===== src/rss_pkg.sv =====
package rss_pkg;
    // register byte addresses on the bus
    localparam logic [7:0] ADDR_INSTR = 8'h00;
    localparam logic [7:0] ADDR_X = 8'h04;
    localparam logic [7:0] ADDR_Y = 8'h08;
    localparam logic [7:0] ADDR_Z = 8'h0C;
    localparam logic [7:0] ADDR_T = 8'h10;
    localparam logic [7:0] ADDR_CTRL = 8'h14;
    localparam logic [7:0] ADDR_STATUS = 8'h18;
    // memory geometry
    localparam int MEM_DEPTH = 24;
    localparam logic [4:0] LAST_LOC = 5'h17;
    localparam logic [4:0] ZERO_LOC = 5'h00;
    // opcodes
    localparam logic [7:0] OP_NOP = 8'hC0;
    localparam logic [7:0] OP_STOP = 8'hDF;
    localparam logic [7:0] OP_ISTOP = 8'hFF;
    localparam logic [7:0] OP_ISTART = 8'hFE;
    localparam logic [7:0] OP_CMP_WAIT = 8'hB8;
    localparam logic [7:0] OP_INT = 8'hB9;
    localparam logic [7:0] OP_LABEL = 8'hBA;
    localparam logic [7:0] OP_WAITREG = 8'hBB;
    localparam logic [7:0] OP_RAND = 8'hBC;
    localparam logic [7:0] OP_Y_INC = 8'hBD;
    localparam logic [7:0] OP_Y_DEC = 8'hBE;
    localparam logic [7:0] OP_Z_DEC = 8'hBF;
    localparam logic [2:0] GRP_WAIT = 3'h4;
    localparam logic [3:0] GRP_REPEAT = 4'hA;
    localparam logic [4:0] GRP_CAP = 5'h16;
    localparam logic [2:0] GRP_PSTRB = 3'h6;
    localparam logic [2:0] GRP_ISTRB = 3'h7;
    localparam logic [4:0] SEL_LAST = 5'h0A;
    localparam logic [7:0] T_DISABLE = 8'hFF;
    localparam logic [5:0] WAIT_ZERO_CNT = 6'h20;
    localparam logic [1:0] RESP_OKAY = 2'h0;
    localparam logic [1:0] RESP_SLVERR = 2'h2;

    typedef enum logic [1:0] {
        RSS_IDLE = 2'b00,
        RSS_RUN = 2'b01,
        RSS_WAIT = 2'b10
    } rss_state_t;
endpackage


===== src/rss_sequencer.sv =====
// Contract
// - stop flag on end, stop cmds, limit zero
// - wait-done flag when fixed and register waits complete
// - opcode B9 sets program flag
// - end of memory keeps program
// - stop commands clear instruction memory
// - immediate strobes unstored, hold program
// - undefined opcodes act as no-op
// - bit7 clear: conditional skip
// - fixed wait counts overflows, zero is 32
// - compare wait until timer >= compare
// - register wait decrements X, zero skips
// - label records loop start
// - repeat jumps to label when true
// - condition codes select seven sources
// - BF decrements Z with wrap
// - BE decrements Y with wrap
// - BD increments Y with wrap
// - capped increment Y to M
// - random load low Y bits of X
// - back-to-back random loads may repeat
// - strobe groups 110 and 111
// - 24-entry memory via write pointer
// - reset fills memory with no-op
// - immediate start runs from zero
// - limit register decrements, halts at zero
module rss_sequencer (
    input wire logic clk,
    input wire logic rst_n,
    input wire logic [7:0] s_axi_awaddr,
    input wire logic s_axi_awvalid,
    output logic s_axi_awready,
    input wire logic [31:0] s_axi_wdata,
    input wire logic [3:0] s_axi_wstrb,
    input wire logic s_axi_wvalid,
    output logic s_axi_wready,
    output logic [1:0] s_axi_bresp,
    output logic s_axi_bvalid,
    input wire logic s_axi_bready,
    input wire logic [7:0] s_axi_araddr,
    input wire logic s_axi_arvalid,
    output logic s_axi_arready,
    output logic [31:0] s_axi_rdata,
    output logic [1:0] s_axi_rresp,
    output logic s_axi_rvalid,
    input wire logic s_axi_rready,
    input wire logic timer_overflow,
    input wire logic timer_ge_compare,
    input wire logic clear_channel,
    input wire logic frame_delimiter,
    input wire logic [7:0] random_source_out,
    output logic strobe_valid,
    output logic [4:0] strobe_select_field,
    output logic strobe_immediate,
    output logic stop_irq_flag,
    output logic wait_done_irq_flag,
    output logic program_irq_flag
);
    localparam int MEM_DEPTH_BITS = rss_pkg::MEM_DEPTH * 8;
    typedef struct packed {
        logic [MEM_DEPTH_BITS-1:0] mem;
        rss_pkg::rss_state_t state;
        logic [4:0] pc;
        logic [4:0] wptr;
        logic [4:0] label;
        logic label_ok;
        logic [5:0] wcnt;
        logic wait_reg;
        logic [7:0] x;
        logic [7:0] y;
        logic [7:0] z;
        logic [7:0] t;
        logic host_cond;
        logic stop_f;
        logic wt_f;
        logic int_f;
        logic sel_v;
        logic [4:0] sel;
        logic sel_i;
        logic aw_ok;
        logic [7:0] awa;
        logic w_ok;
        logic [7:0] wd;
        logic [3:0] ws;
        logic bv;
        logic [1:0] br;
        logic rv;
        logic [31:0] rd;
        logic [1:0] rr;
        logic ov1;
        logic ov2;
        logic ov3;
        logic ge1;
        logic ge2;
        logic cc1;
        logic cc2;
        logic fd1;
        logic fd2;
    } rss_st_t;

    rss_st_t st_reg;
    rss_st_t st_next;
    logic [7:0] op;
    logic cond;
    logic [7:0] rmask;
    logic [5:0] skip_pc;

    // current opcode and the condition selected by its low bits
    always_comb begin
        op = st_reg.mem[st_reg.pc*8 +: 8];
        case (op[2:0])
            3'h0: cond = st_reg.cc2;
            3'h1: cond = st_reg.fd2;
            3'h2: cond = st_reg.host_cond;
            3'h3: cond = (st_reg.pc == rss_pkg::LAST_LOC);
            3'h4: cond = (st_reg.x == 8'h00);
            3'h5: cond = (st_reg.y == 8'h00);
            3'h6: cond = (st_reg.z == 8'h00);
            default: cond = 1'b0;
        endcase
        rmask = (st_reg.y == 8'h00 || st_reg.y > 8'h08) ? 8'hFF
              : 8'hFF >> (4'h8 - 4'(st_reg.y)); // y is 1 to 8 here
        skip_pc = 6'(st_reg.pc) + 6'(op[6:4]) + 6'h01;
    end

    logic wr_go;
    logic ovf;
    logic imm;
    assign wr_go = st_reg.aw_ok && st_reg.w_ok && !st_reg.bv;
    assign ovf = st_reg.ov2 && !st_reg.ov3; // edge after second stage
    // immediate write under way; the program is held for that cycle
    assign imm = wr_go && st_reg.ws[0] && st_reg.awa == rss_pkg::ADDR_INSTR
        && st_reg.wd[7:5] == rss_pkg::GRP_ISTRB;

    // all next-state logic in one place
    always_comb begin
        logic advance;
        logic halt_clear;
        logic halt_keep;
        advance = 1'b0;
        halt_clear = 1'b0;
        halt_keep = 1'b0;
        st_next = st_reg;
        st_next.sel_v = 1'b0;
        // input synchronisers, first stage only feeds the second
        st_next.ov1 = timer_overflow;
        st_next.ov2 = st_reg.ov1;
        st_next.ov3 = st_reg.ov2;
        st_next.ge1 = timer_ge_compare;
        st_next.ge2 = st_reg.ge1;
        st_next.cc1 = clear_channel;
        st_next.cc2 = st_reg.cc1;
        st_next.fd1 = frame_delimiter;
        st_next.fd2 = st_reg.fd1;
        st_next.stop_f = 1'b0;
        st_next.wt_f = 1'b0;
        st_next.int_f = 1'b0;
        // bus channel capture
        if (s_axi_awvalid && !st_reg.aw_ok) begin
            st_next.aw_ok = 1'b1;
            st_next.awa = s_axi_awaddr;
        end
        if (s_axi_wvalid && !st_reg.w_ok) begin
            st_next.w_ok = 1'b1;
            st_next.wd = s_axi_wdata[7:0];
            st_next.ws = s_axi_wstrb;
        end
        if (st_reg.bv && s_axi_bready) begin
            st_next.bv = 1'b0;
        end
        if (st_reg.rv && s_axi_rready) begin
            st_next.rv = 1'b0;
        end
        // program execution, held while an immediate strobe goes out
        if (!imm && st_reg.state == rss_pkg::RSS_RUN) begin
            if (!op[7]) begin
                if (cond ^ op[3]) begin
                    if (skip_pc > 6'(rss_pkg::LAST_LOC)) halt_keep = 1'b1;
                    else st_next.pc = skip_pc[4:0];
                end else begin
                    advance = 1'b1;
                end
            end else if (op[7:5] == rss_pkg::GRP_WAIT) begin
                st_next.wcnt = (op[4:0] == 5'h00) ? rss_pkg::WAIT_ZERO_CNT : 6'(op[4:0]);
                st_next.wait_reg = 1'b0;
                st_next.state = rss_pkg::RSS_WAIT;
            end else if (op == rss_pkg::OP_CMP_WAIT) begin
                if (st_reg.ge2) advance = 1'b1;
            end else if (op == rss_pkg::OP_WAITREG) begin
                if (st_reg.x == 8'h00) begin
                    advance = 1'b1;
                    st_next.wt_f = 1'b1;
                end else begin
                    st_next.wait_reg = 1'b1;
                    st_next.state = rss_pkg::RSS_WAIT;
                end
            end else if (op == rss_pkg::OP_LABEL) begin
                st_next.label = (st_reg.pc == rss_pkg::LAST_LOC) ? st_reg.pc : st_reg.pc + 5'h01;
                st_next.label_ok = 1'b1;
                advance = 1'b1;
            end else if (op[7:4] == rss_pkg::GRP_REPEAT) begin
                if ((cond ^ op[3]) && st_reg.label_ok) st_next.pc = st_reg.label;
                else advance = 1'b1;
            end else if (op == rss_pkg::OP_INT) begin
                st_next.int_f = 1'b1;
                advance = 1'b1;
            end else if (op == rss_pkg::OP_Y_INC) begin
                st_next.y = st_reg.y + 8'h01;
                advance = 1'b1;
            end else if (op[7:3] == rss_pkg::GRP_CAP) begin
                st_next.y = (st_reg.y == 8'hFF || st_reg.y + 8'h01 > 8'(op[2:0]))
                          ? 8'(op[2:0]) : st_reg.y + 8'h01;
                advance = 1'b1;
            end else if (op == rss_pkg::OP_Y_DEC) begin
                st_next.y = st_reg.y - 8'h01;
                advance = 1'b1;
            end else if (op == rss_pkg::OP_Z_DEC) begin
                st_next.z = st_reg.z - 8'h01;
                advance = 1'b1;
            end else if (op == rss_pkg::OP_RAND) begin
                // sampled straight, a stale value may repeat
                st_next.x = random_source_out & rmask;
                advance = 1'b1;
            end else if (op == rss_pkg::OP_STOP) begin
                halt_clear = 1'b1;
            end else begin
                // strobes and undefined codes; undefined strobes become no-op
                if (op[7:5] == rss_pkg::GRP_PSTRB && op[4:0] <= rss_pkg::SEL_LAST) begin
                    st_next.sel_v = 1'b1;
                    st_next.sel = op[4:0];
                    st_next.sel_i = 1'b0;
                end
                advance = 1'b1;
            end
        end else if (st_reg.state == rss_pkg::RSS_WAIT && ovf) begin
            if (st_reg.wait_reg) begin
                st_next.x = st_reg.x - 8'h01;
                if (st_reg.x == 8'h01) begin
                    st_next.state = rss_pkg::RSS_RUN;
                    advance = 1'b1;
                    st_next.wt_f = 1'b1;
                end
            end else begin
                st_next.wcnt = st_reg.wcnt - 6'h01;
                if (st_reg.wcnt == 6'h01) begin
                    st_next.state = rss_pkg::RSS_RUN;
                    advance = 1'b1;
                    st_next.wt_f = 1'b1;
                end
            end
        end
        if (advance) begin
            if (st_reg.pc == rss_pkg::LAST_LOC) halt_keep = 1'b1;
            else st_next.pc = st_reg.pc + 5'h01;
        end
        // overflow limit countdown while a program is active
        if (st_reg.state != rss_pkg::RSS_IDLE && ovf && st_reg.t != rss_pkg::T_DISABLE) begin
            st_next.t = st_reg.t - 8'h01;
            if (st_reg.t == 8'h01) halt_keep = 1'b1;
        end
        // bus write
        if (wr_go) begin
            st_next.aw_ok = 1'b0;
            st_next.w_ok = 1'b0;
            st_next.bv = 1'b1;
            st_next.br = rss_pkg::RESP_OKAY;
            if (!st_reg.ws[0]) begin
                st_next.br = rss_pkg::RESP_OKAY;
            end else if (st_reg.awa == rss_pkg::ADDR_INSTR) begin
                if (imm) begin
                    if (st_reg.wd == rss_pkg::OP_ISTOP) begin
                        halt_clear = 1'b1;
                    end else if (st_reg.wd == rss_pkg::OP_ISTART) begin
                        st_next.pc = rss_pkg::ZERO_LOC;
                        st_next.state = rss_pkg::RSS_RUN;
                    end else if (st_reg.wd[4:0] <= rss_pkg::SEL_LAST) begin
                        st_next.sel_v = 1'b1;
                        st_next.sel = st_reg.wd[4:0];
                        st_next.sel_i = 1'b1;
                    end
                end else if (st_reg.wptr != 5'(rss_pkg::MEM_DEPTH)) begin
                    st_next.mem[st_reg.wptr*8 +: 8] = st_reg.wd;
                    st_next.wptr = st_reg.wptr + 5'h01;
                end
            end else if (st_reg.awa == rss_pkg::ADDR_X) begin
                st_next.x = st_reg.wd;
            end else if (st_reg.awa == rss_pkg::ADDR_Y) begin
                st_next.y = st_reg.wd;
            end else if (st_reg.awa == rss_pkg::ADDR_Z) begin
                st_next.z = st_reg.wd;
            end else if (st_reg.awa == rss_pkg::ADDR_T) begin
                st_next.t = st_reg.wd;
            end else if (st_reg.awa == rss_pkg::ADDR_CTRL) begin
                st_next.host_cond = st_reg.wd[0];
            end else if (st_reg.awa != rss_pkg::ADDR_STATUS) begin
                st_next.br = rss_pkg::RESP_SLVERR;
            end
        end
        if (halt_keep || halt_clear) begin
            st_next.state = rss_pkg::RSS_IDLE;
            st_next.pc = rss_pkg::ZERO_LOC;
            st_next.stop_f = 1'b1;
        end
        if (halt_clear) begin
            st_next.mem = {rss_pkg::MEM_DEPTH{rss_pkg::OP_NOP}};
            st_next.wptr = rss_pkg::ZERO_LOC;
            st_next.label_ok = 1'b0;
        end
        // bus read
        if (s_axi_arvalid && !st_reg.rv) begin
            st_next.rv = 1'b1;
            st_next.rr = rss_pkg::RESP_OKAY;
            st_next.rd = 32'h0000_0000;
            if (s_axi_araddr == rss_pkg::ADDR_INSTR) begin
                st_next.rd[7:0] = (st_reg.state == rss_pkg::RSS_IDLE) ? rss_pkg::OP_NOP : op;
            end else if (s_axi_araddr == rss_pkg::ADDR_X) begin
                st_next.rd[7:0] = st_reg.x;
            end else if (s_axi_araddr == rss_pkg::ADDR_Y) begin
                st_next.rd[7:0] = st_reg.y;
            end else if (s_axi_araddr == rss_pkg::ADDR_Z) begin
                st_next.rd[7:0] = st_reg.z;
            end else if (s_axi_araddr == rss_pkg::ADDR_T) begin
                st_next.rd[7:0] = st_reg.t;
            end else if (s_axi_araddr == rss_pkg::ADDR_CTRL) begin
                st_next.rd[0] = st_reg.host_cond;
            end else if (s_axi_araddr == rss_pkg::ADDR_STATUS) begin
                st_next.rd[1:0] = st_reg.state;
                st_next.rd[12:8] = st_reg.pc;
                st_next.rd[20:16] = st_reg.wptr;
            end else begin
                st_next.rr = rss_pkg::RESP_SLVERR;
            end
        end
    end

    // single state register, memory preset to no-op
    always_ff @(posedge clk) begin
        if (!rst_n) begin
            st_reg <= '0;
            st_reg.mem <= {rss_pkg::MEM_DEPTH{rss_pkg::OP_NOP}};
            st_reg.t <= rss_pkg::T_DISABLE;
        end else begin
            st_reg <= st_next;
        end
    end

    assign s_axi_awready = !st_reg.aw_ok;
    assign s_axi_wready = !st_reg.w_ok;
    assign s_axi_bvalid = st_reg.bv;
    assign s_axi_bresp = st_reg.br;
    assign s_axi_arready = !st_reg.rv;
    assign s_axi_rvalid = st_reg.rv;
    assign s_axi_rdata = st_reg.rd;
    assign s_axi_rresp = st_reg.rr;
    assign strobe_valid = st_reg.sel_v;
    assign strobe_select_field = st_reg.sel;
    assign strobe_immediate = st_reg.sel_i;
    assign stop_irq_flag = st_reg.stop_f;
    assign wait_done_irq_flag = st_reg.wt_f;
    assign program_irq_flag = st_reg.int_f;

    // checks
    int_flag_a: assert property (@(posedge clk) disable iff (!rst_n)
        (st_reg.state == rss_pkg::RSS_RUN && op == rss_pkg::OP_INT && !imm)
        |=> program_irq_flag) else $error("int opcode gave no flag");
    stop_clear_a: assert property (@(posedge clk) disable iff (!rst_n)
        (st_reg.state == rss_pkg::RSS_RUN && op == rss_pkg::OP_STOP && !imm)
        |=> stop_irq_flag && st_reg.wptr == 5'h00
        && st_reg.mem[7:0] == rss_pkg::OP_NOP) else $error("stop did not clear");
    z_dec_a: assert property (@(posedge clk) disable iff (!rst_n)
        (st_reg.state == rss_pkg::RSS_RUN && op == rss_pkg::OP_Z_DEC && !imm)
        |=> st_reg.z == $past(st_reg.z) - 8'h01) else $error("z not decremented");
    y_inc_a: assert property (@(posedge clk) disable iff (!rst_n)
        (st_reg.state == rss_pkg::RSS_RUN && op == rss_pkg::OP_Y_INC && !imm)
        |=> st_reg.y == $past(st_reg.y) + 8'h01) else $error("y not incremented");
    end_keep_a: assert property (@(posedge clk) disable iff (!rst_n)
        (st_reg.state == rss_pkg::RSS_RUN && st_reg.pc == rss_pkg::LAST_LOC
        && op == rss_pkg::OP_NOP && !imm)
        |=> stop_irq_flag && st_reg.mem == $past(st_reg.mem)) else $error("end lost program");
    wait_done_a: assert property (@(posedge clk) disable iff (!rst_n)
        (st_reg.state == rss_pkg::RSS_WAIT && ovf && !st_reg.wait_reg && st_reg.wcnt == 6'h01
        && st_reg.t != 8'h01)
        |=> wait_done_irq_flag && st_reg.state == rss_pkg::RSS_RUN) else $error("wait end");
    register_count_wait_zero_a: assert property (@(posedge clk) disable iff (!rst_n)
        (st_reg.state == rss_pkg::RSS_RUN && op == rss_pkg::OP_WAITREG
        && st_reg.x == 8'h00 && !imm)
        |=> st_reg.state != rss_pkg::RSS_WAIT) else $error("waited on zero x");
    imm_hold_a: assert property (@(posedge clk) disable iff (!rst_n)
        (imm && st_reg.state == rss_pkg::RSS_RUN && st_reg.wd != rss_pkg::OP_ISTOP
        && st_reg.wd != rss_pkg::OP_ISTART)
        |=> $stable(st_reg.pc) && $stable(st_reg.wptr)) else $error("immediate moved program");
    run_cov: cover property (@(posedge clk) disable iff (!rst_n)
        st_reg.state == rss_pkg::RSS_IDLE ##1 st_reg.state == rss_pkg::RSS_RUN);
    wait_cov: cover property (@(posedge clk) disable iff (!rst_n) wait_done_irq_flag);
    sel_cov: cover property (@(posedge clk) disable iff (!rst_n) strobe_valid && !strobe_immediate);
endmodule // rss_sequencer


===== config.mk =====
export PLATFORM = sky130hd
export DESIGN_NAME = rss_sequencer
export DESIGN_NICKNAME = d
export VERILOG_FILES = /design/src/rss_pkg.sv /design/src/rss_sequencer.sv
export SDC_FILE = /design/constraint.sdc
export NUM_CORES = 1
export LEC_CHECK = 0
export BUFFER_PORTS_ARGS = -buffer_cell sky130_fd_sc_hd__buf_2
export CAP_MARGIN = 20
export CORE_MARGIN = 2
export CORE_UTILIZATION = 40
export DETAILED_ROUTE_END_ITERATION = 7
export SYNTH_ARGS = -nofsm -noshare
export SYNTH_HDL_FRONTEND = slang
export SYNTH_SLANG_ARGS = --single-unit

===== constraint.sdc =====
create_clock -name clk -period 4.5 [get_ports clk]
set_clock_uncertainty 0.15 [all_clocks]
set_input_delay 0.9 -clock clk [delete_from_list [all_inputs] [get_ports clk]]
set_output_delay 0.9 -clock clk [all_outputs]
set_load 0.02 [all_outputs]

==> results of run 1 <==
-- layer usage --
layer	routed length (um)	up-vias	GRT usage
met1	21300	6674	0.311
met4	1150	0	0.0678
met3	3560	86	0.0442
li1	-	6802	-
met2	22200	510	0.365
met5	0	-	0
-- worst paths after layout --
| kind | from | end | slack (ps) | depth (start not counted) |
|---|---|---|---|---|
| hold / removal | strobe_select_field[4] | strobe_select_field[4] | 280 | 2 |
| setup reg to reg | st_reg[130] | st_reg[130] | 170 | 15 |
| hold reg to reg | strobe_select_field[4] | strobe_select_field[4] | 280 | 2 |
| setup / recovery | st_reg[130] | st_reg[130] | 170 | 15 |
-- critical path: cells and delay by family (launching register included) --
kind	cells	cell delay (ps)
compound gates	7	1710
mux	1	470
buf+inv	3	420
fa+ha+maj	1	480
flops	1	500
simple gates	3	520
-- metrics by stage --
| stage | cells | cell area (sq um) |
|---|---|---|
| floorplan | 1942 | 16100 |
| global placement | 2461 | 16900 |
| detailed placement | 2461 | 16900 |
| CTS | 2525 | 18100 |
| global route | 2531 | 18200 |
| finish | 2531 | 18200 |
-- what timing repair did --
| item | 4_1_cts | 5_1_grt |
|---|---|---|
| gates resized for setup | 0 | 5 |
| hold buffers | 0 | 0 |
| setup endpoints to repair | 0 | 4 |
| setup buffers | 0 | 4 |
-- cell usage after synthesis (5+ instances only) --
master	number
mux2_2	8
mux2i_1	127
buf_2	7
o21ai_0	50
a21boi_0	18
nor3_1	23
or3_1	10
buf_1	9
a22oi_1	39
xnor2_1	15
inv_1	35
ha_1	24
nand4_1	10
a31oi_1	8
a221oi_1	9
a211oi_1	13
nor3b_1	6
nand2_1	404
buf_4	43
dfxtp_1	310
nor2b_1	47
o221ai_1	6
o211ai_1	55
nor2_1	137
o211a_1	14
clkbuf_1	97
buf_6	9
and2_1	38
nand3_1	44
nand3b_1	5
mux4_2	23
nor4_1	9
and3_1	19
xor2_1	12
nand2b_1	12
a21oi_1	138
-- where the power goes --
group	internal (mW)	switching (mW)	leakage [nW]
Clock	1.75	1.21	0.584
Combinational	0.0685	0.144	4.24
Sequential	2.76	0.0175	2.51
Total	4.58	1.37	7.33
-- cells by family after synthesis --
group	Yosys count	synth area share
and+or+nand+nor	793	0.227
xor gates and xnor gates	27	0.0148
DFF	310	0.387
adders and majority gates	25	0.0200
AOI/OAI and AO/OA	409	0.169
muxes	159	0.118
other	1	0.000234
buffers and inverters	203	0.0633
-- area by class of cell --
type / instances / area share
Clock buffer: 48 / 0.0548
Multi-Input combinational cell: 1429 / 0.488
Inverter: 37 / 0.00778
Clock inverter: 16 / 0.0109
Sequential cell: 310 / 0.342
Tap cell: 525 / 0.0361
Timing Repair Buffer: 166 / 0.0608
==> summary.md, run 1 <==
| Metric | Value |
|---|---|
| Drt pass-1 iters | `5` |
| Post-synthesis cell count | `1927` |
| Routed WL | `around 48 mm` |
| EDFF count, synth | `0` |
| Max Slew Vio Count | `0` |
| Synthesis Warnings | `0` |
| Slew @ Worst Pin | `roughly 910 ps` |
| Root buffer cell | `clkbuf_16` |
| Core ar. | `roughly 0.04 sq mm` |
| Critical path cell sequence | `buf_4, mux4_2, a22o_1, a31oi_2, nand2_1, fa_1, a21oi_1, nor2_1, a22o_1, inv_1, a211oi_1, nand3b_1, a211o_1, a211oi_1, buf_4` |
| Routability congestion estimate | `about 0.97` |
| Tcrit/Tclk final | `0.962` |
| CP arrival | `~4700 ps` |
| Peak supply drop | `about 360 uV` |
| DRC viols | `0` |
| Max reg flops | `273` |
| Synth async-reset ratio | `0` |
| Static leakage | `7.33 nW` |
| Inserted Clock Buffers | `36` |
| CTS tree | `done` |
| Clk sinks | `310` |
| Clk_lat worst skew | `approximately 550 ps` |
| GRT overflow | `0` |
| Reg clk slew, reported paths | `60 ps` |
| Deepest clock path buffer count | `3` |
| First-pass GRT wire length | `75.5 mm` |
| N_diodes | `0` |
| Commonest non-fill, non-tap cell in the layout | `nand2_1` |
| FILL cells | `between 3000 and 4000` |
| Avg Cell Area, Syn | `approximately 8.3 sq um` |
| RSZ-0062 raised after global routing | `no` |
| Final hold viol count | `0` |
| Avg WL per Cell | `about 19 um` |
| Hold Slack | `roughly 280 ps` |
| Crit Path Max Fanout | `12` |
| PnR worst setup slack | `between 150 and 200 ps` |
| CP peak stage delay | `roughly 500 ps` |
| Synth top area share | `0.387` |
| Layout cell share with drive strength beyond 1 | `0.143` |
| 1st-iter DRT viols | `around 1200` |
| Largest cells by area after synthesis | `dfxtp_1 39%, nand2_1 9.5%, mux2i_1 7.9%, a21oi_1 4.3%, mux4_2 3.2%` |
| Area leader, netlist | `dfxtp_1` |
| Vias in the first global route | `approximately 13000` |
| Hold Crit Class | `reg2reg` |
| CP endpoint kind | `flip-flop` |
| CP Launch Type | `flip-flop` |
| H-tree lvl count | `2` |
| Pin count of the biggest net entering global routing | `around 70` |
| Total global-route track usage | `0.228` |
| Initial Utilization | `0.404` |
| Max-slew headroom | `0.393` |
| Syn Std Cell Area | `0.0160 sq mm` |
| Final Critical Period | `around 4300 ps` |
| Initial antenna violation count | `0` |
| Maximum clock rate | `roughly 230 MHz` |
| Endpoints failing setup | `0` |
| Vias | `roughly 14000` |
| Multi-input gate area | `between 0.008 and 0.009 sq mm` |
| DR vias/cell | `5.56` |
| Pwr Total | `between 5 and 6 mW` |
| Num rows | `between 70 and 80` |
| Power per standard cell area | `approximately 330 mW/mm^2` |
| Commonest non-fill, non-tap cells in the layout | `403 x nand2_1, 308 x dfxtp_1, 138 x a21oi_1, 137 x nor2_1, 127 x mux2i_1` |
| Critical path's slowest cell | `dfxtp_4` |
| Port-buffer cells | `78` |
| Die Width | `204 um` |
| Seq/Total Area, Yosys | `0.387` |
| DP HPWL | `34.2 mm` |
| Pre-CTS WS | `148 ps` |
| Synth Flop Type | `dfxtp_1` |
| Status | `complete, no violations` |
| Library cells used by synthesis | `89` |
| Final-stage net count | `2076` |
| Critical path class | `reg2reg` |
| Sequential Area | `between 0.006 and 0.007 sq mm` |
| Area grow syn2layout | `13.5%` |
| Post-route ant nets | `0` |
| Seq cells post-synth | `310` |
| Final Util | `0.459` |
| I/O pins | `122` |
| Max_cap viols | `0` |
| Die Y | `204 um` |
| Die Area | `around 0.042 sq mm` |
| Setup TNS | `0 ps` |
| Crit path required time | `a little under 5000 ps` |
Note: power is estimated with default switching activity, not from simulation.
==> run 2: changes to the inputs <==
--- a/config.mk
+++ b/config.mk
@@ -7,9 +7,10 @@
 export LEC_CHECK = 0
 export BUFFER_PORTS_ARGS = -buffer_cell sky130_fd_sc_hd__buf_2
 export CAP_MARGIN = 20
-export CORE_MARGIN = 2
+export CORE_MARGIN = 3
 export CORE_UTILIZATION = 40
 export DETAILED_ROUTE_END_ITERATION = 7
 export SYNTH_ARGS = -nofsm -noshare
 export SYNTH_HDL_FRONTEND = slang
 export SYNTH_SLANG_ARGS = --single-unit
+export TNS_END_PERCENT = 5
==> run 2 against run 1 <==
Effect of this change: highest routed layer is now met5; routed wire length rose by 1.2%; final area fell by 0.54%; non-clock buffer count fell by 6; clock power fell by 3%; critical path depth rose by 2; power fell by 1.7%; global-route usage fell by 0.40 points; worst hold slack improved by 15 ps.
==> summary.md, run 2 (same netlist as run 1, synthesis figures left out) <==
| Metric | Value |
|---|---|
| Reg clk slew, reported paths | `60 ps (about the same)` |
| Vias | `14000 (-0.24%)` |
| N_diodes | `0 (unchanged)` |
| Setup TNS | `0 ps (unchanged)` |
| Clk sinks | `310 (unchanged)` |
| RSZ-0062 raised after global routing | `no` |
| Critical path cell sequence | `buf_12, mux4_2, nand2_1, nand3_1, o21ai_1, ha_1, inv_1, fa_1, a21oi_1, nor2_1, a22o_1, inv_1, a211oi_1, nand3b_1, a211o_1, buf_4, a21oi_1` |
| CP Launch Type | `flip-flop` |
| CP top delay family | `compound AO/OA/AOI/OAI gates` |
| Final hold viol count | `0 (unchanged)` |
| Static leakage | `7.28 nW (-0.73%)` |
| Final-stage net count | `2069 (-0.34%)` |
| Endpoints failing setup | `0 (unchanged)` |
| Tcrit/Tclk final | `0.942 (-0.0196)` |
| Max_cap viols | `0 (unchanged)` |
| Pre-CTS WS | `128 ps (-20.8 ps)` |
| DRC viols | `0 (unchanged)` |
| Max reg flops | `273 (unchanged)` |
| Layout cell share with drive strength beyond 1 | `0.139 (-0.00393)` |
| Hold Slack | `296 ps (+15.5 ps)` |
| Routability congestion estimate | `0.928 (-4.0%)` |
| 1st-iter DRT viols | `1167 (-4.7%)` |
| PnR worst setup slack | `259 ps (+88.4 ps)` |
| Core ar. | `0.0391 sq mm (-1.4%)` |
| Num rows | `72 (-1.4%)` |
| Vias in the first global route | `13200 (-1.0%)` |
| DR vias/cell | `5.58 (+0.35%)` |
| Initial Utilization | `0.410 (+0.00561)` |
| GRT overflow | `0 (unchanged)` |
| CP endpoint kind | `flip-flop` |
| Routed WL | `48.7 mm (+1.2%)` |
| Max-slew headroom | `0.405 (+0.0116)` |
| Total global-route track usage | `0.224 (-0.00402)` |
| CP peak stage delay | `550 ps (+50 ps)` |
| CTS tree | `done` |
| DP HPWL | `34.6 mm (+1.0%)` |
| Drt pass-1 iters | `5 (unchanged)` |
| Root buffer cell | `clkbuf_16` |
| I/O pins | `122 (unchanged)` |
| Inserted Clock Buffers | `35 (-2.8%)` |
| Port-buffer cells | `78 (unchanged)` |
| Peak supply drop | `299 uV (-16%)` |
| Crit path required time | `4770 ps (-50 ps)` |
| Final Critical Period | `4240 ps (-88.4 ps)` |
| Max Slew Vio Count | `0 (unchanged)` |
| Initial antenna violation count | `1 (+1)` |
| Avg WL per Cell | `19.4 um (+1.8%)` |
| WP buf/inv | `4 (+1)` |
| Die Y | `206 um (+0.98%)` |
| Die Area | `0.0425 sq mm (+2.0%)` |
| CP arrival | `4510 ps (-140 ps)` |
| Commonest non-fill, non-tap cells in the layout | `402 x nand2_1, 308 x dfxtp_1, 138 x a21oi_1, 137 x nor2_1, 127 x mux2i_1` |
| Clk_lat worst skew | `530 ps (-20 ps)` |
| Area grow syn2layout | `12.9%` |
| Status | `complete, no violations` |
| Post-route ant nets | `0 (unchanged)` |
| Pin count of the biggest net entering global routing | `91 (+28%)` |
| Die Width | `206 um (+0.98%)` |
| Deepest clock path buffer count | `3 (unchanged)` |
| First-pass GRT wire length | `75.1 mm (-0.59%)` |
| Critical path's slowest cell | `mux4_2` |
| Critical path class | `reg2reg` |
| # hold bufs at CTS | `0 (unchanged)` |
| Power per standard cell area | `323 mW/mm^2 (-1.2%)` |
| H-tree lvl count | `2 (unchanged)` |
| Slew @ Worst Pin | `891 ps (-17.3 ps)` |
| Hold Crit Class | `reg2reg` |
| Commonest non-fill, non-tap cell in the layout | `nand2_1` |
| Crit Path Max Fanout | `9 (-3)` |
| Maximum clock rate | `236 MHz (+2.1%)` |
## run 2: worst paths after layout
check	startpoint	to	slack, ps	cells after the start
hold reg to reg	strobe_select_field[4]	strobe_select_field[4]	300	2
setup / recovery	st_reg[130]	st_reg[131]	260	17
setup reg to reg	st_reg[130]	st_reg[131]	260	17
hold / removal	strobe_select_field[4]	strobe_select_field[4]	300	2
## run 2: worst register-to-register path, cell delays in order, from the launching register on
cell      delay [ps]
dfxtp_4          460
buf_12           160
mux4_2           560
nand2_1          100
nand3_1           90
o21ai_1          320
ha_1             210
inv_1             60
fa_1             400
a21oi_1          290
nor2_1           100
a22o_1           230
inv_1             90
a211oi_1          40
nand3b_1         190
a211o_1          340
buf_4            170
a21oi_1          180
## run 2: area by class of cell
type | instances | area [sq um]
fill | 3904 | 21000
clock inverter | 12 | 130
tap | 518 | 648
inverter | 37 | 141
clock buffer | 50 | 1010
sequential | 310 | 6210
timing repair buffer | 160 | 1070
multi-input combinational | 1429 | 8870
## run 2: power breakdown
group          internal, mW  switching (mW)
Sequential             2.76          0.0143
Combinational        0.0673           0.147
Clock                  1.69            1.17
Total                  4.52            1.33
## run 2: routing by layer
layer / routed length, um / vias to the layer above / GRT usage / part of all wire
li1: - / 6792 / - / -
met1: 21600 / 6680 / 0.306 / 0.44
met2: 22300 / 475 / 0.360 / 0.46
met3: 3370 / 89 / 0.0444 / 0.069
met4: 1410 / 2 / 0.0659 / 0.029
met5: 13 / - / 0 / 0.00027
## run 2: timing repair
| item | in CTS | in global routing |
|---|---|---|
| setup buffers | 0 | 3 |
| endpoints found under the setup margin | 0 | 7 |
| resized for setup | 0 | 3 |
## run 2: per-stage QoR
step	utilization	power, mW	instances	instance area [sq um]
6_report	0.463	5.85	2516	18100
5_1_grt	0.463	6.04	2516	18100
4_1_cts	0.461	5.91	2511	18000
3_5_place_dp	0.432	3.05	2449	16900
3_3_place_gp	0.432	3.05	2449	16900
2_1_floorplan	-	2.99	1942	16100
